--- src/rtl/adc_port_pkg.sv ---
// Summary of operation
// - Capture the analog input level at each falling edge of the converter clock, skipping edges while the buffer is full or the converter is in standby.
// - Present each sample's result on the output bus at the second capture after its own.
// - Each result is a 10-bit parallel word, bit 0 LSB, bit 9 MSB.
// - Output coding is straight binary, zeros lowest input, ones highest.
// - Power-down high keeps standby and holds all result outputs floating.
// - Drive result outputs only when output enable and power-down are both low.
// - New word appears just after a falling edge; receiver latches relative to it.
package adc_port_pkg;

    // ------------------------------------------------------------
    // Widths and depths
    // ------------------------------------------------------------
    localparam int RESULT_WIDTH = 10;
    localparam int PIPE_DEPTH   = 2;
    localparam int BUF_DEPTH    = 2;

    // ------------------------------------------------------------
    // Values after reset and the buffer-full count
    // ------------------------------------------------------------
    localparam logic [RESULT_WIDTH-1:0] RESULT_RESET  = 10'h000;
    localparam logic [1:0]              COUNT_RESET   = 2'h0;
    localparam logic [1:0]              BUF_FULL      = 2'h2;

    // ------------------------------------------------------------
    // Converter power states
    // ------------------------------------------------------------
    typedef enum logic [0:0] {
        STANDBY = 1'b0,
        ACTIVE  = 1'b1
    } power_state_t;

endpackage

--- src/rtl/sample_stream_if.sv ---
`timescale 1ns/1ns
// Result words handed from the pipeline into the buffer
interface sample_stream_if;
    import adc_port_pkg::*;

    logic [RESULT_WIDTH-1:0] data;
    logic                    valid;
    logic                    ready;

    modport source
    (
        output data,
        output valid,
        input  ready
    );
    modport sink
    (
        input  data,
        input  valid,
        output ready
    );
endinterface

--- src/rtl/adc_sample_output_port.sv ---
`timescale 1ns/1ns
module adc_sample_output_port
    import adc_port_pkg::*;
(
    input  wire logic                    sys_clk,
    input  wire logic                    rst,
    input  wire logic                    convClk,
    input  wire logic [RESULT_WIDTH-1:0] analogInput,
    input  wire logic                    powerDown,
    input  wire logic                    outputEnable_n,
    output logic [RESULT_WIDTH-1:0]      resultBits,
    output logic                         resultBitsOe,
    output logic                         standby,
    output logic [RESULT_WIDTH-1:0]      streamData,
    output logic                         streamValid,
    input  wire logic                    streamReady
);

    // ------------------------------------------------------------
    // Declarations
    // ------------------------------------------------------------
    power_state_t            powerState;
    logic                    convClkPrev;
    logic                    fallEdge;
    logic                    advance;
    logic [RESULT_WIDTH-1:0] pipeWord  [PIPE_DEPTH];
    logic                    pipeValid [PIPE_DEPTH];

    sample_stream_if toBuffer ();

    // ------------------------------------------------------------
    // Converter clock edge
    // ------------------------------------------------------------

    // Clock pin is synchronous, so a plain previous-value compare suffices
    always_ff @(posedge sys_clk)
    begin
        if (rst)
        begin
            convClkPrev <= 1'b0;
        end
        else
        begin
            convClkPrev <= convClk;
        end
    end

    assign fallEdge = convClkPrev && !convClk;

    // Full buffer stalls the pipeline: samples at those falls are skipped, held words are kept
    assign advance  = fallEdge && (powerState == ACTIVE) && toBuffer.ready;

    // ------------------------------------------------------------
    // Power state
    // ------------------------------------------------------------
    always_ff @(posedge sys_clk)
    begin
        if (rst)
        begin
            powerState <= STANDBY;
        end
        else if (powerDown)
        begin
            powerState <= STANDBY;
        end
        else
        begin
            powerState <= ACTIVE;
        end
    end

    assign standby = (powerState == STANDBY);

    // ------------------------------------------------------------
    // Two-stage conversion pipeline
    // ------------------------------------------------------------

    // Straight binary pass-through; pipeline refills after standby
    always_ff @(posedge sys_clk)
    begin
        if (rst || powerState == STANDBY)
        begin
            for (int i = 0; i < PIPE_DEPTH; i++)
            begin
                pipeWord[i]  <= RESULT_RESET;
                pipeValid[i] <= 1'b0;
            end
        end
        else if (advance)
        begin
            pipeWord[0]  <= analogInput;
            pipeValid[0] <= 1'b1;
            for (int i = 1; i < PIPE_DEPTH; i++)
            begin
                pipeWord[i]  <= pipeWord[i-1];
                pipeValid[i] <= pipeValid[i-1];
            end
        end
    end

    // ------------------------------------------------------------
    // Output pins
    // ------------------------------------------------------------

    // Word leaving the last stage appears on the pins at the same edge
    always_ff @(posedge sys_clk)
    begin
        if (rst)
        begin
            resultBits <= RESULT_RESET;
        end
        else if (advance)
        begin
            resultBits <= pipeWord[PIPE_DEPTH-1];
        end
    end

    // Drivers on only with enable low and not powered down
    always_ff @(posedge sys_clk)
    begin
        if (rst)
        begin
            resultBitsOe <= 1'b0;
        end
        else
        begin
            resultBitsOe <= !outputEnable_n && !powerDown;
        end
    end

    // ------------------------------------------------------------
    // Stream path through the buffer
    // ------------------------------------------------------------

    // Only filled stages are pushed, so refill words never reach the stream
    assign toBuffer.data  = pipeWord[PIPE_DEPTH-1];
    assign toBuffer.valid = advance && pipeValid[PIPE_DEPTH-1];

    result_buffer buffer
    (
        .sys_clk    (sys_clk),
        .rst        (rst),
        .flush      (standby),
        .fill       (toBuffer.sink),
        .drainData  (streamData),
        .drainValid (streamValid),
        .drainReady (streamReady)
    );

endmodule

--- src/rtl/result_buffer.sv ---
`timescale 1ns/1ns
module result_buffer
    import adc_port_pkg::*;
(
    input  wire logic                    sys_clk,
    input  wire logic                    rst,
    input  wire logic                    flush,
    sample_stream_if.sink                fill,
    output logic [RESULT_WIDTH-1:0]      drainData,
    output logic                         drainValid,
    input  wire logic                    drainReady
);

    // ------------------------------------------------------------
    // Storage and pointers
    // ------------------------------------------------------------
    logic [RESULT_WIDTH-1:0] store [BUF_DEPTH];
    logic                    wrIdx;
    logic                    rdIdx;
    logic [1:0]              count;
    logic                    push;
    logic                    pop;

    // Honest full/empty from the occupancy count
    assign fill.ready = (count != BUF_FULL);
    assign drainValid = (count != COUNT_RESET);
    assign push       = fill.valid && fill.ready;
    assign pop        = drainValid && drainReady;
    assign drainData  = store[rdIdx];

    // Write side
    always_ff @(posedge sys_clk)
    begin
        if (push)
        begin
            store[wrIdx] <= fill.data;
        end
    end

    // Pointers and count; flush drops stale words on power-down
    always_ff @(posedge sys_clk)
    begin
        if (rst || flush)
        begin
            wrIdx <= 1'b0;
            rdIdx <= 1'b0;
            count <= COUNT_RESET;
        end
        else
        begin
            if (push)
            begin
                wrIdx <= ~wrIdx;
            end
            if (pop)
            begin
                rdIdx <= ~rdIdx;
            end
            count <= count + {1'b0, push} - {1'b0, pop};
        end
    end

endmodule

--- config.mk ---
export PLATFORM = sky130hd
export DESIGN_NAME = adc_sample_output_port
export DESIGN_NICKNAME = d
export VERILOG_FILES = /design/src/rtl/adc_port_pkg.sv /design/src/rtl/sample_stream_if.sv /design/src/rtl/adc_sample_output_port.sv /design/src/rtl/result_buffer.sv
export SDC_FILE = /design/constraint.sdc
export NUM_CORES = 1
export LEC_CHECK = 0
export BUFFER_PORTS_ARGS = -buffer_cell sky130_fd_sc_hd__buf_2
export CELL_PAD_IN_SITES_DETAIL_PLACEMENT = 1
export CELL_PAD_IN_SITES_GLOBAL_PLACEMENT = 2
export CORE_UTILIZATION = 40
export CTS_CLUSTER_DIAMETER = 50
export DETAILED_ROUTE_END_ITERATION = 8
export GPL_ROUTABILITY_DRIVEN = 0
export GPL_TIMING_DRIVEN = 0
export PLACE_DENSITY_LB_ADDON = 0.05
export SYNTH_ARGS = -nofsm -noshare
export SYNTH_HDL_FRONTEND = slang
export SYNTH_HIERARCHICAL = 1
export SYNTH_SLANG_ARGS = --single-unit
--- constraint.sdc ---
create_clock -name sys_clk -period 3.32 [get_ports sys_clk]
set_input_delay 0.332 -clock sys_clk [delete_from_list [all_inputs] [get_ports sys_clk]]
set_output_delay 0.332 -clock sys_clk [all_outputs]
set_load 0.05 [all_outputs]
==> qor.csv, run 1 <==
stage;metric;value;unit
synth;synth-simple-area-share;0.1432;
die;die_w;79.78;µm
clock_network;clock_tree_from_tritoncts;done;
grt;grt_overflow_total;0;
route;drcViolationCount;0;
power_and_ir_drop;internal_power_of_the_cells;1121;µW
clock_network;number_of_post_cts_setup_repair_buffers;0;
finish;post_route_cells_drive_above_1_share;0.2658;
run;timing.max_cap.violations;0;
synth;synth.yosys.warnings;6;
clock_network;clock_tree.buffer_depth;2;
sta;post-route-min-period;2.242;ns
route;routed_wirelength;4.365;mm
clock_network;number_of_buffers_added_by_the_clock_tree_synthesis_step;9;
route;drt_first_iter_violations;59;
synth;muxShareOfSynthArea;0.09411;
placement;placed_wire_length_estimate;3.233;mm
synth;syn-mean-instance-area;13.22;µm²
sta;worst_slew_pin_slew;0.8399;ns
synth;ys_ff_latch;60;
synth;yosysUniqueCellTypes;25;
route;wl_per_cell;14.13;µm
clock_network;cts_num_sinks;60;
critical_path;critPathSlowestCell;sky130_fd_sc_hd__nor2_1;
grt;global_route.usage.total;0.1600;
synth;synth_cells;183;
power_and_ir_drop;sw_frac_of_total;0.2096;
route;final_antenna_net_count;0;
die;design.portCount;39;
grt;antenna_found_initial;0;
synth;syn-num-nets;201;
clock_network;worst_skew_pair.late_latency;0.33;ns
die;core.rowCount;27;
sta;final.setup.tns;0;ns
sta;rsz0062_at_grt;no;
finish;design.final.nets;250;
synth;synth_top_cell_by_area;sky130_fd_sc_hd__edfxtp_1;
power_and_ir_drop;comb_power_share;0.037;
critical_path;timing.critical_path.arrival;2.19;ns
critical_path;critical_path.cell_chain;nand2b_2 -> and4b_4 -> buf_12 -> and2_1 -> nand2_2 -> nor2_1;
finish;antenna-diode-count;0;
synth;number_of_enable_flip_flop_cells_after_synthesis;42;
finish;finalCoreUtilization;0.5044;
sta;fmaxAchievable;0.4460;GHz
clock_network;cts-hold-fix-buffers;0;
critical_path;cp_max_fo;10;
synth;most_used_standard_cell_by_instance_count_after_synthesis;sky130_fd_sc_hd__edfxtp_1;
power_and_ir_drop;vdd_ir_drop_max;223.9;µV
grt;grt_pass1_wl;7.300;mm
power_and_ir_drop;p_clk_frac;0.387;
sta;setup_viol_count_final;0;
synth;netlist_top_cells_area;sky130_fd_sc_hd__edfxtp_1 (52%), sky130_fd_sc_hd__dfxtp_1 (15%), sky130_fd_sc_hd__nand2b_1 (5.4%), sky130_fd_sc_hd__mux2_1 (4.7%), sky130_fd_sc_hd__nor3_1 (4.6%);
placement;port_buffers;38;
sta;hold_violations;0;
sta;skew;0.01216;ns
clock_network;cts_resized;0;
sta;layout_worst_path_cycle_share;0.6754;
synth;share_of_yosys_cell_area_claimed_by_the_top_area_cell_type;0.5212;
synth;synth.yosys.seq_area_share;0.6701;
clock_network;ctsHtreeMaxLevel;3;
synth;synth-adder-area-share;0.01034;
synth;synth_xor_area_frac;0.01086;
clock_network;clock_slew_at_reported_path_ffs;0.07;ns
synth;synth-async-reset-ratio;0;
critical_path;cp_slowest_stage_delay;0.65;ns
critical_path;worstSetupEndpointType;register;
critical_path;critical_path.n_buffers_inverters;1;
die;core_region;5675;µm²
die;die_y;79.78;µm
power_and_ir_drop;static-leakage-power;0.001174;µW
route;routed-via-count;1437;
synth;ys.flop_type;sky130_fd_sc_hd__edfxtp_1;
critical_path;critical_path_rt;3.26;ns
finish;syn2layout_area_growth;18.30;%
synth;ranking_of_synthesized_cells_by_instance_count;sky130_fd_sc_hd__edfxtp_1 (42), sky130_fd_sc_hd__inv_1 (25), sky130_fd_sc_hd__nor3_1 (22), sky130_fd_sc_hd__nand2b_1 (21), sky130_fd_sc_hd__dfxtp_1 (18);
outcome;outcome;completed;
critical_path;worstSetupStartpointType;register;
power_and_ir_drop;p_switching;297.3;µW
die;design.die.area;6365;µm²
route;drt_pass1_iterations;3;
power_and_ir_drop;power.density_cell_area;495.4;nW/µm²
route;route.detailed.vias_per_inst;4.650;
grt;grt_max_degree;23;
grt;grt_pass1_vias;1510;
synth;post_synth_instance_area;2420;µm²
synth;largest_family_of_logic_cells_by_synthesized_area;simple AND/OR/NAND/NOR gates;
power_and_ir_drop;sequentialPowerShare;0.577;
clock_network;cts.root.buffer_cell;sky130_fd_sc_hd__clkbuf_8;
critical_path;critical_path_class;reg -> reg;
sta;slew_violations;0;
worst_hold_path;worst_hold_path_type;in -> reg;
sta;maxSlewHeadroom;0.4380;
critical_path;critPathTopFamily;simple AND/OR/NAND/NOR gates;
die;initial_core_util;0.4264;
synth;synth-compound-area-share;0.003619;
path summary, 6_finish.rpt:
check	cells past startpoint	slack, ns	end	startpoint
min reg2reg	2	0.47	resultBits[8]	resultBits[8]
max	6	1.08	buffer/store[1][6]	buffer/count[0]
max reg2reg	6	1.08	buffer/store[1][6]	buffer/count[0]
min	2	0.17	resultBitsOe	outputEnable_n
cell families after synthesis:
family	after synthesis
compound gates	1
mux	21
flops	60
buf+inv	34
xor+xnor	3
fa+ha+maj	2
simple gates	62
power groups by stage:
stage	Combinational, µW	Sequential, µW	Clock [µW]
floorplan	30.9	833	0
global placement	50.1	833	0
detailed placement	52.9	834	0
CTS	53.1	818	563
global route	57.6	818	598
finish	51.9	818	549
through the flow:
| step | hold slack (ns) | cells | power (µW) | setup slack, ns | instance area [µm²] |
|---|---|---|---|---|---|
| after floorplan | 0.4044 | 183 | 864.2 | 1.336 | 2420 |
| after global placement | 0.4604 | 293 | 882.6 | 1.146 | 2700 |
| after detailed placement | 0.4683 | 293 | 887.0 | 1.058 | 2700 |
| after CTS | 0.1512 | 309 | 1434 | 1.035 | 2863 |
| after global routing | 0.1606 | 309 | 1474 | 0.8962 | 2863 |
| final | 0.1675 | 309 | 1418 | 1.078 | 2863 |
registers in the layout, indices dropped and copies added (netlist names), named ones only:
signal        cells
buffer/count      2
pipeWord         20
convClkPrev       1
powerState        1
resultBits       10
pipeValid         2
resultBitsOe      1
buffer/rdIdx      1
buffer/wrIdx      1
buffer/store     20
final cells by class:
type	instances	area, µm²
buffer	9	70.07
sequential	60	1622
timing repair buffer	38	190.2
inverter	25	93.84
fill	615	2813
multi-input combinational	89	634.4
tap	72	90.09
clock buffer	14	152.6
clock inverter	2	10.01
layout by cell type, fill, tap and decap left out, drive strengths merged:
cell type,count
and2,1
and4b,1
buf,45
clkbuf,16
clkinv,2
dfxtp,18
edfxtp,42
ha,2
inv,25
mux2,11
mux2i,10
nand2,1
nand2b,22
nand3b,1
nor2,10
nor2b,1
nor3,22
o21a,1
or2,3
xnor2,2
xor2,1
metal layers:
| layer | global-route usage | share of wire | wire [µm] | vias up |
|---|---|---|---|---|
| li1 | - | - | - | 709 |
| met1 | 0.1887 | 0.44 | 1936 | 695 |
| met2 | 0.2641 | 0.51 | 2222 | 25 |
| met3 | 0.03429 | 0.030 | 132 | 8 |
| met4 | 0.1018 | 0.017 | 73 | 0 |
| met5 | 0 | 0 | 0 | - |
Power figures use the tool's default switching activity.
==> inputs of run 2 (changes only) <==
- CORE_UTILIZATION: 40 -> 38
- clock period: 3.32 -> 2.25 ns (I/O delays scaled with it)
==> run 2 against run 1 <==
Effect of this change:
- combinational power is 51% higher
- core utilization decreased by 1.6 points
- setup slack got worse by 0.92 ns
- critical endpoint is now buffer/count[1]
==> qor.csv, run 2 (synthesized netlist as in run 1, its figures left out) <==
stage;metric;value;unit
clock_network;cts.root.buffer_cell;sky130_fd_sc_hd__clkbuf_8;
sta;post_route_setup_slack;0.1622;ns
power_and_ir_drop;internal_power_of_the_cells;1735;µW
run;timing.max_cap.violations;0;
placement;dpl_cell_area;2704;µm²
route;drt_first_iter_violations;30;
finish;layout.cell_area.non_filler;2942;µm²
placement;dp_slack;-0.03004;ns
critical_path;critical_path_class;reg -> reg;
finish;final-seq-area;1624;µm²
critical_path;worstSetupStartpointType;register;
grt;grt_overflow_total;0;
route;route.detailed.vias_per_inst;4.692;
power_and_ir_drop;p_switching;449.0;µW
route;routed_wirelength;4.548;mm
power_and_ir_drop;sequentialPowerShare;0.552;
route;routed-via-count;1492;
grt;grt_pass1_wl;7.376;mm
sta;worst_case_hold_slack;0.04421;ns
placement;placedCellCount;296;
power_and_ir_drop;vdd_ir_drop_max;345.8;µV
sta;post-route-min-period;2.088;ns
critical_path;timing.critical_path.arrival;2.31;ns
power_and_ir_drop;sw_frac_of_total;0.2056;
critical_path;cp_max_fo;4;
die;die_y;81.80;µm
placement;port_buffers;38;
grt;grt_pass1_vias;1539;
sta;fmaxAchievable;0.4790;GHz
power_and_ir_drop;p_clk_frac;0.412;
sta;skew;0.009660;ns
finish;reg.largest.list;buffer/store (20), pipeWord (20), resultBits (10);
critical_path;critical_path_rt;2.48;ns
worst_hold_path;worst_hold_path_type;in -> reg;
die;design.portCount;39;
sta;layout_worst_path_cycle_share;0.9279;
die;initial_core_util;0.4016;
placement;placed_wire_length_estimate;3.141;mm
route;drcViolationCount;0;
clock_network;clock_tree_from_tritoncts;done;
sta;final.setup.tns;0;ns
die;design.die.area;6691;µm²
sta;slew_violations;0;
finish;footprint_of_the_multi_input_gates;646.9;µm²
route;wl_per_cell;14.30;µm
sta;setup_viol_count_final;0;
critical_path;reg_to_reg_slack_setup;0.16;ns
grt;global_route.usage.total;0.1568;
die;core.rowCount;28;
finish;design.final.nets;256;
die;die_w;81.80;µm
clock_network;cts_num_sinks;60;
critical_path;worstSetupEndpointType;register;
route;final_antenna_net_count;0;
sta;maxSlewHeadroom;0.6413;
clock_network;number_of_buffers_added_by_the_clock_tree_synthesis_step;9;
clock_network;clock_slew_at_reported_path_ffs;0.07;ns
power_and_ir_drop;comb_power_share;0.036;
finish;fillers;656;
finish;syn2layout_area_growth;21.56;%
finish;antenna-diode-count;0;
route;drt_pass1_iterations;4;
sta;rsz0062_at_grt;no;
outcome;outcome;completed;
sta;hold_violations;0;
power_and_ir_drop;power.density_cell_area;742.4;nW/µm²
clock_network;cts-hold-fix-buffers;0;
grt;grt_max_degree;23;
power_and_ir_drop;static-leakage-power;0.001207;µW
clock_network;worst_skew_pair.late_latency;0.33;ns
finish;final_cell_count_no_fill;318;
finish;layout.cells.most_common_list;sky130_fd_sc_hd__buf_2 (42), sky130_fd_sc_hd__edfxtp_1 (42), sky130_fd_sc_hd__inv_1 (25);
finish;post_route_cells_drive_above_1_share;0.3004;
die;core_region;6026;µm²
grt;antenna_found_initial;0;
sta;worst_slew_pin_slew;0.5375;ns
clock_network;clock_tree.buffer_depth;2;
clock_network;ctsHtreeMaxLevel;3;
-- run 2: area by class of cell --
cell class,count,area share
well taps,75,0.03190
repair buffers,44,0.07997
clock buffers,13,0.04721
flip-flops and latches,60,0.5521
clock inverters,3,0.01319
multi-input cells,89,0.2199
plain buffers,9,0.02382
inverters,25,0.03190
-- run 2: path summary, 6_finish.rpt --
kind / start / endpoint / depth (start not counted)
max: buffer/count[0] / buffer/count[1] / 11
min: outputEnable_n / resultBitsOe / 2
max reg2reg: buffer/count[0] / buffer/count[1] / 11
min reg2reg: resultBits[1] / resultBits[1] / 2
-- run 2: worst max-delay path, cell delays in order, from the launching register on --
cell                       delay (ns)
sky130_fd_sc_hd__dfxtp_2         0.34
sky130_fd_sc_hd__nand2b_2        0.15
sky130_fd_sc_hd__and4b_4         0.27
sky130_fd_sc_hd__buf_12          0.10
sky130_fd_sc_hd__and2_1          0.13
sky130_fd_sc_hd__nand2_2         0.10
sky130_fd_sc_hd__ha_1            0.28
sky130_fd_sc_hd__inv_1           0.04
sky130_fd_sc_hd__ha_1            0.19
sky130_fd_sc_hd__xor2_2          0.15
sky130_fd_sc_hd__xnor2_1         0.17
sky130_fd_sc_hd__nor2_1          0.06
-- run 2: power groups by stage --
stage / Sequential, µW / Clock (µW) / Combinational, µW
5_1_grt: 1210 / 964 / 87.0
3_5_place_dp: 1230 / 0 / 77.9
2_1_floorplan: 1230 / 0 / 45.6
3_3_place_gp: 1230 / 0 / 75.1
6_report: 1210 / 900 / 78.4
4_1_cts: 1210 / 923 / 78.4
-- run 2: repair_timing --
item                       in CTS  in global routing
setup endpoints to repair      20                  1
buffers inserted                0                  6
hold endpoints to repair        0                  0
resized for setup               2                  3
pin swaps                       0                  3
-- run 2: through the flow --
stage / utilization / total power [µW]
final: 0.4882 / 2184
after global routing: 0.4882 / 2258
after detailed placement: 0.4487 / 1308
after floorplan: - / 1275
after CTS: 0.4790 / 2208
after global placement: 0.4487 / 1304
-- run 2: metal layers --
metal	up-vias	global-route usage	part of all wire
met1	716	0.1752	0.44
met5	-	0	0
li1	723	-	-
met4	0	0.05965	0.018
met2	44	0.2669	0.50
met3	9	0.06222	0.047
==> inputs of run 3 (changes only) <==
- PLACE_DENSITY: not set -> 0.83
- PLACE_DENSITY_LB_ADDON: 0.05 -> not set
==> run 3 against run 2 <==
Effect of this change:
- design area shrank 1.1%
- non-clock buffer count shrank 6
- clock power grew 6.2%
- worst hold slack gained 0.0085 ns
- first-iteration DRC count grew 57%
- final cell count shrank 1.9%
- via count shrank 5.0%
- critical endpoint unchanged
- register-to-register slack lost 0.04 ns
- power grew 2.4%
==> qor.csv, run 3 (synthesized netlist as in run 1, its figures left out) <==
stage;metric;value;unit
sta;skew;0.01101;ns
route;drt_pass1_iterations;4;
power_and_ir_drop;internal_power_of_the_cells;1741;µW
sta;worst_slew_pin_slew;0.5374;ns
power_and_ir_drop;p_switching;496.0;µW
power_and_ir_drop;static-leakage-power;0.001185;µW
sta;hold_violations;0;
clock_network;clock_slew_at_reported_path_ffs;0.07;ns
sta;maxSlewHeadroom;0.6413;
die;die_y;81.80;µm
clock_network;clock_tree_from_tritoncts;done;
sta;slew_violations;0;
power_and_ir_drop;p_clk_frac;0.427;
finish;post_route_cells_drive_above_1_share;0.2954;
grt;grt_overflow_total;0;
worst_hold_path;worst_hold_path_type;in -> reg;
power_and_ir_drop;comb_power_share;0.034;
die;design.portCount;39;
finish;reg.largest.list;buffer/store (20), pipeWord (20), resultBits (10);
grt;grt_pass1_wl;6.755;mm
route;routed-via-count;1417;
die;design.die.area;6691;µm²
clock_network;cts-hold-fix-buffers;0;
route;drcViolationCount;0;
finish;antenna-diode-count;0;
sta;fmaxAchievable;0.4697;GHz
die;core.rowCount;28;
placement;port_buffers;38;
clock_network;cts.root.buffer_cell;sky130_fd_sc_hd__clkbuf_8;
power_and_ir_drop;vdd_ir_drop_max;354.4;µV
grt;global_route.usage.total;0.1459;
clock_network;ctsHtreeMaxLevel;3;
critical_path;worstSetupEndpointType;register;
sta;post-route-min-period;2.129;ns
route;routed_wirelength;4.175;mm
clock_network;cts_num_sinks;60;
clock_network;number_of_buffers_added_by_the_clock_tree_synthesis_step;9;
placement;placed_wire_length_estimate;2.895;mm
route;wl_per_cell;13.38;µm
route;drt_first_iter_violations;47;
die;core_region;6026;µm²
grt;grt_pass1_vias;1452;
route;route.detailed.vias_per_inst;4.542;
finish;layout.cells.most_common_list;sky130_fd_sc_hd__buf_2 (42), sky130_fd_sc_hd__edfxtp_1 (42), sky130_fd_sc_hd__inv_1 (25);
outcome;outcome;completed;
critical_path;critical_path_class;reg -> reg;
critical_path;worstSetupStartpointType;register;
route;final_antenna_net_count;0;
sta;layout_worst_path_cycle_share;0.9461;
finish;finalCoreUtilization;0.4830;
sta;rsz0062_at_grt;no;
die;initial_core_util;0.4016;
power_and_ir_drop;sw_frac_of_total;0.2217;
finish;design.final.nets;250;
grt;antenna_found_initial;0;
critical_path;critical_path_rt;2.48;ns
power_and_ir_drop;power.density_cell_area;768.6;nW/µm²
finish;syn2layout_area_growth;20.27;%
sta;worst_case_hold_slack;0.05272;ns
sta;setup_viol_count_final;0;
die;die_w;81.80;µm
grt;grt_max_degree;23;
run;timing.max_cap.violations;0;
clock_network;worst_skew_pair.late_latency;0.34;ns
critical_path;cp_max_fo;10;
clock_network;number_of_post_cts_setup_repair_buffers;0;
clock_network;clock_tree.buffer_depth;2;
power_and_ir_drop;sequentialPowerShare;0.539;
critical_path;timing.critical_path.arrival;2.36;ns
==> run 3: cell types whose count changed in the layout (fill, tap and decap cells not counted) <==
cell	delta
sky130_fd_sc_hd__buf_4	-6
sky130_fd_sc_hd__clkbuf_1	-4
sky130_fd_sc_hd__xor2_2	-1
sky130_fd_sc_hd__inv_6	+1
sky130_fd_sc_hd__clkinv_4	+2
sky130_fd_sc_hd__clkinvlp_4	+2
sky130_fd_sc_hd__xor2_1	+1
sky130_fd_sc_hd__dfxtp_1	+1
sky130_fd_sc_hd__dfxtp_2	-1
sky130_fd_sc_hd__clkinv_1	-1
==> run 3: timing repair <==
item / 4_1_cts / 5_1_grt
pin swaps: 0 / 0
setup endpoints to repair: 20 / 1
hold endpoints to repair: 0 / 0
gates resized for setup: 2 / 1
==> run 3: power groups by stage <==
| stage | registers (µW) | clock network (µW) | logic (µW) |
|---|---|---|---|
| after floorplan | 1230 | 0 | 45.6 |
| after global placement | 1230 | 0 | 75.5 |
| after detailed placement | 1230 | 0 | 76.9 |
| after CTS | 1210 | 980 | 77.8 |
| after global routing | 1210 | 1030 | 84.9 |
| final | 1210 | 956 | 75.9 |
==> run 3: per-stage QoR <==
step	instances	cell area (µm²)	setup TNS [ns]	total power, µW	setup WS, ns
6_report	312	2910	0	2237	0.1212
5_1_grt	312	2910	0	2319	0.03556
4_1_cts	312	2909	0	2264	0.06606
3_5_place_dp	296	2704	-0.4689	1307	-0.04606
3_3_place_gp	296	2704	0	1304	0.02742
2_1_floorplan	183	2420	0	1275	0.2662
==> run 3: critical path: stages (launching register included) <==
cell,delay [ns]
sky130_fd_sc_hd__dfxtp_2,0.35
sky130_fd_sc_hd__nand2b_2,0.16
sky130_fd_sc_hd__and4b_4,0.29
sky130_fd_sc_hd__buf_12,0.15
sky130_fd_sc_hd__and2_1,0.14
sky130_fd_sc_hd__nand2_2,0.09
sky130_fd_sc_hd__ha_1,0.29
sky130_fd_sc_hd__inv_1,0.04
sky130_fd_sc_hd__ha_1,0.18
sky130_fd_sc_hd__xor2_1,0.16
sky130_fd_sc_hd__xnor2_1,0.13
sky130_fd_sc_hd__nor2_1,0.05
==> run 3: per-layer routing <==
layer  track usage  share of wire  vias to the layer above
met2        0.2430           0.48                       35
met5             0              0                        -
met4       0.07895          0.021                        0
met3       0.05111          0.050                        8
li1              -              -                      714
met1        0.1627           0.45                      660
==> run 3: area by class of cell <==
class	instances	area, µm²
buffer	9	70.07
clock buffer	9	123.9
clock inverter	7	76.32
fill	668	3115
inverter	25	93.84
multi-input combinational	89	639.4
sequential	60	1623
tap	75	93.84
timing repair buffer	38	190.2
==> run 3: final timing paths <==
kind,startpoint,to,slack [ns],cells after the start
setup / recovery,buffer/count[0],buffer/count[1],0.12,11
hold / removal,outputEnable_n,resultBitsOe,0.05,2
setup reg to reg,buffer/count[0],buffer/count[1],0.12,11
hold reg to reg,resultBits[1],resultBits[1],0.48,2
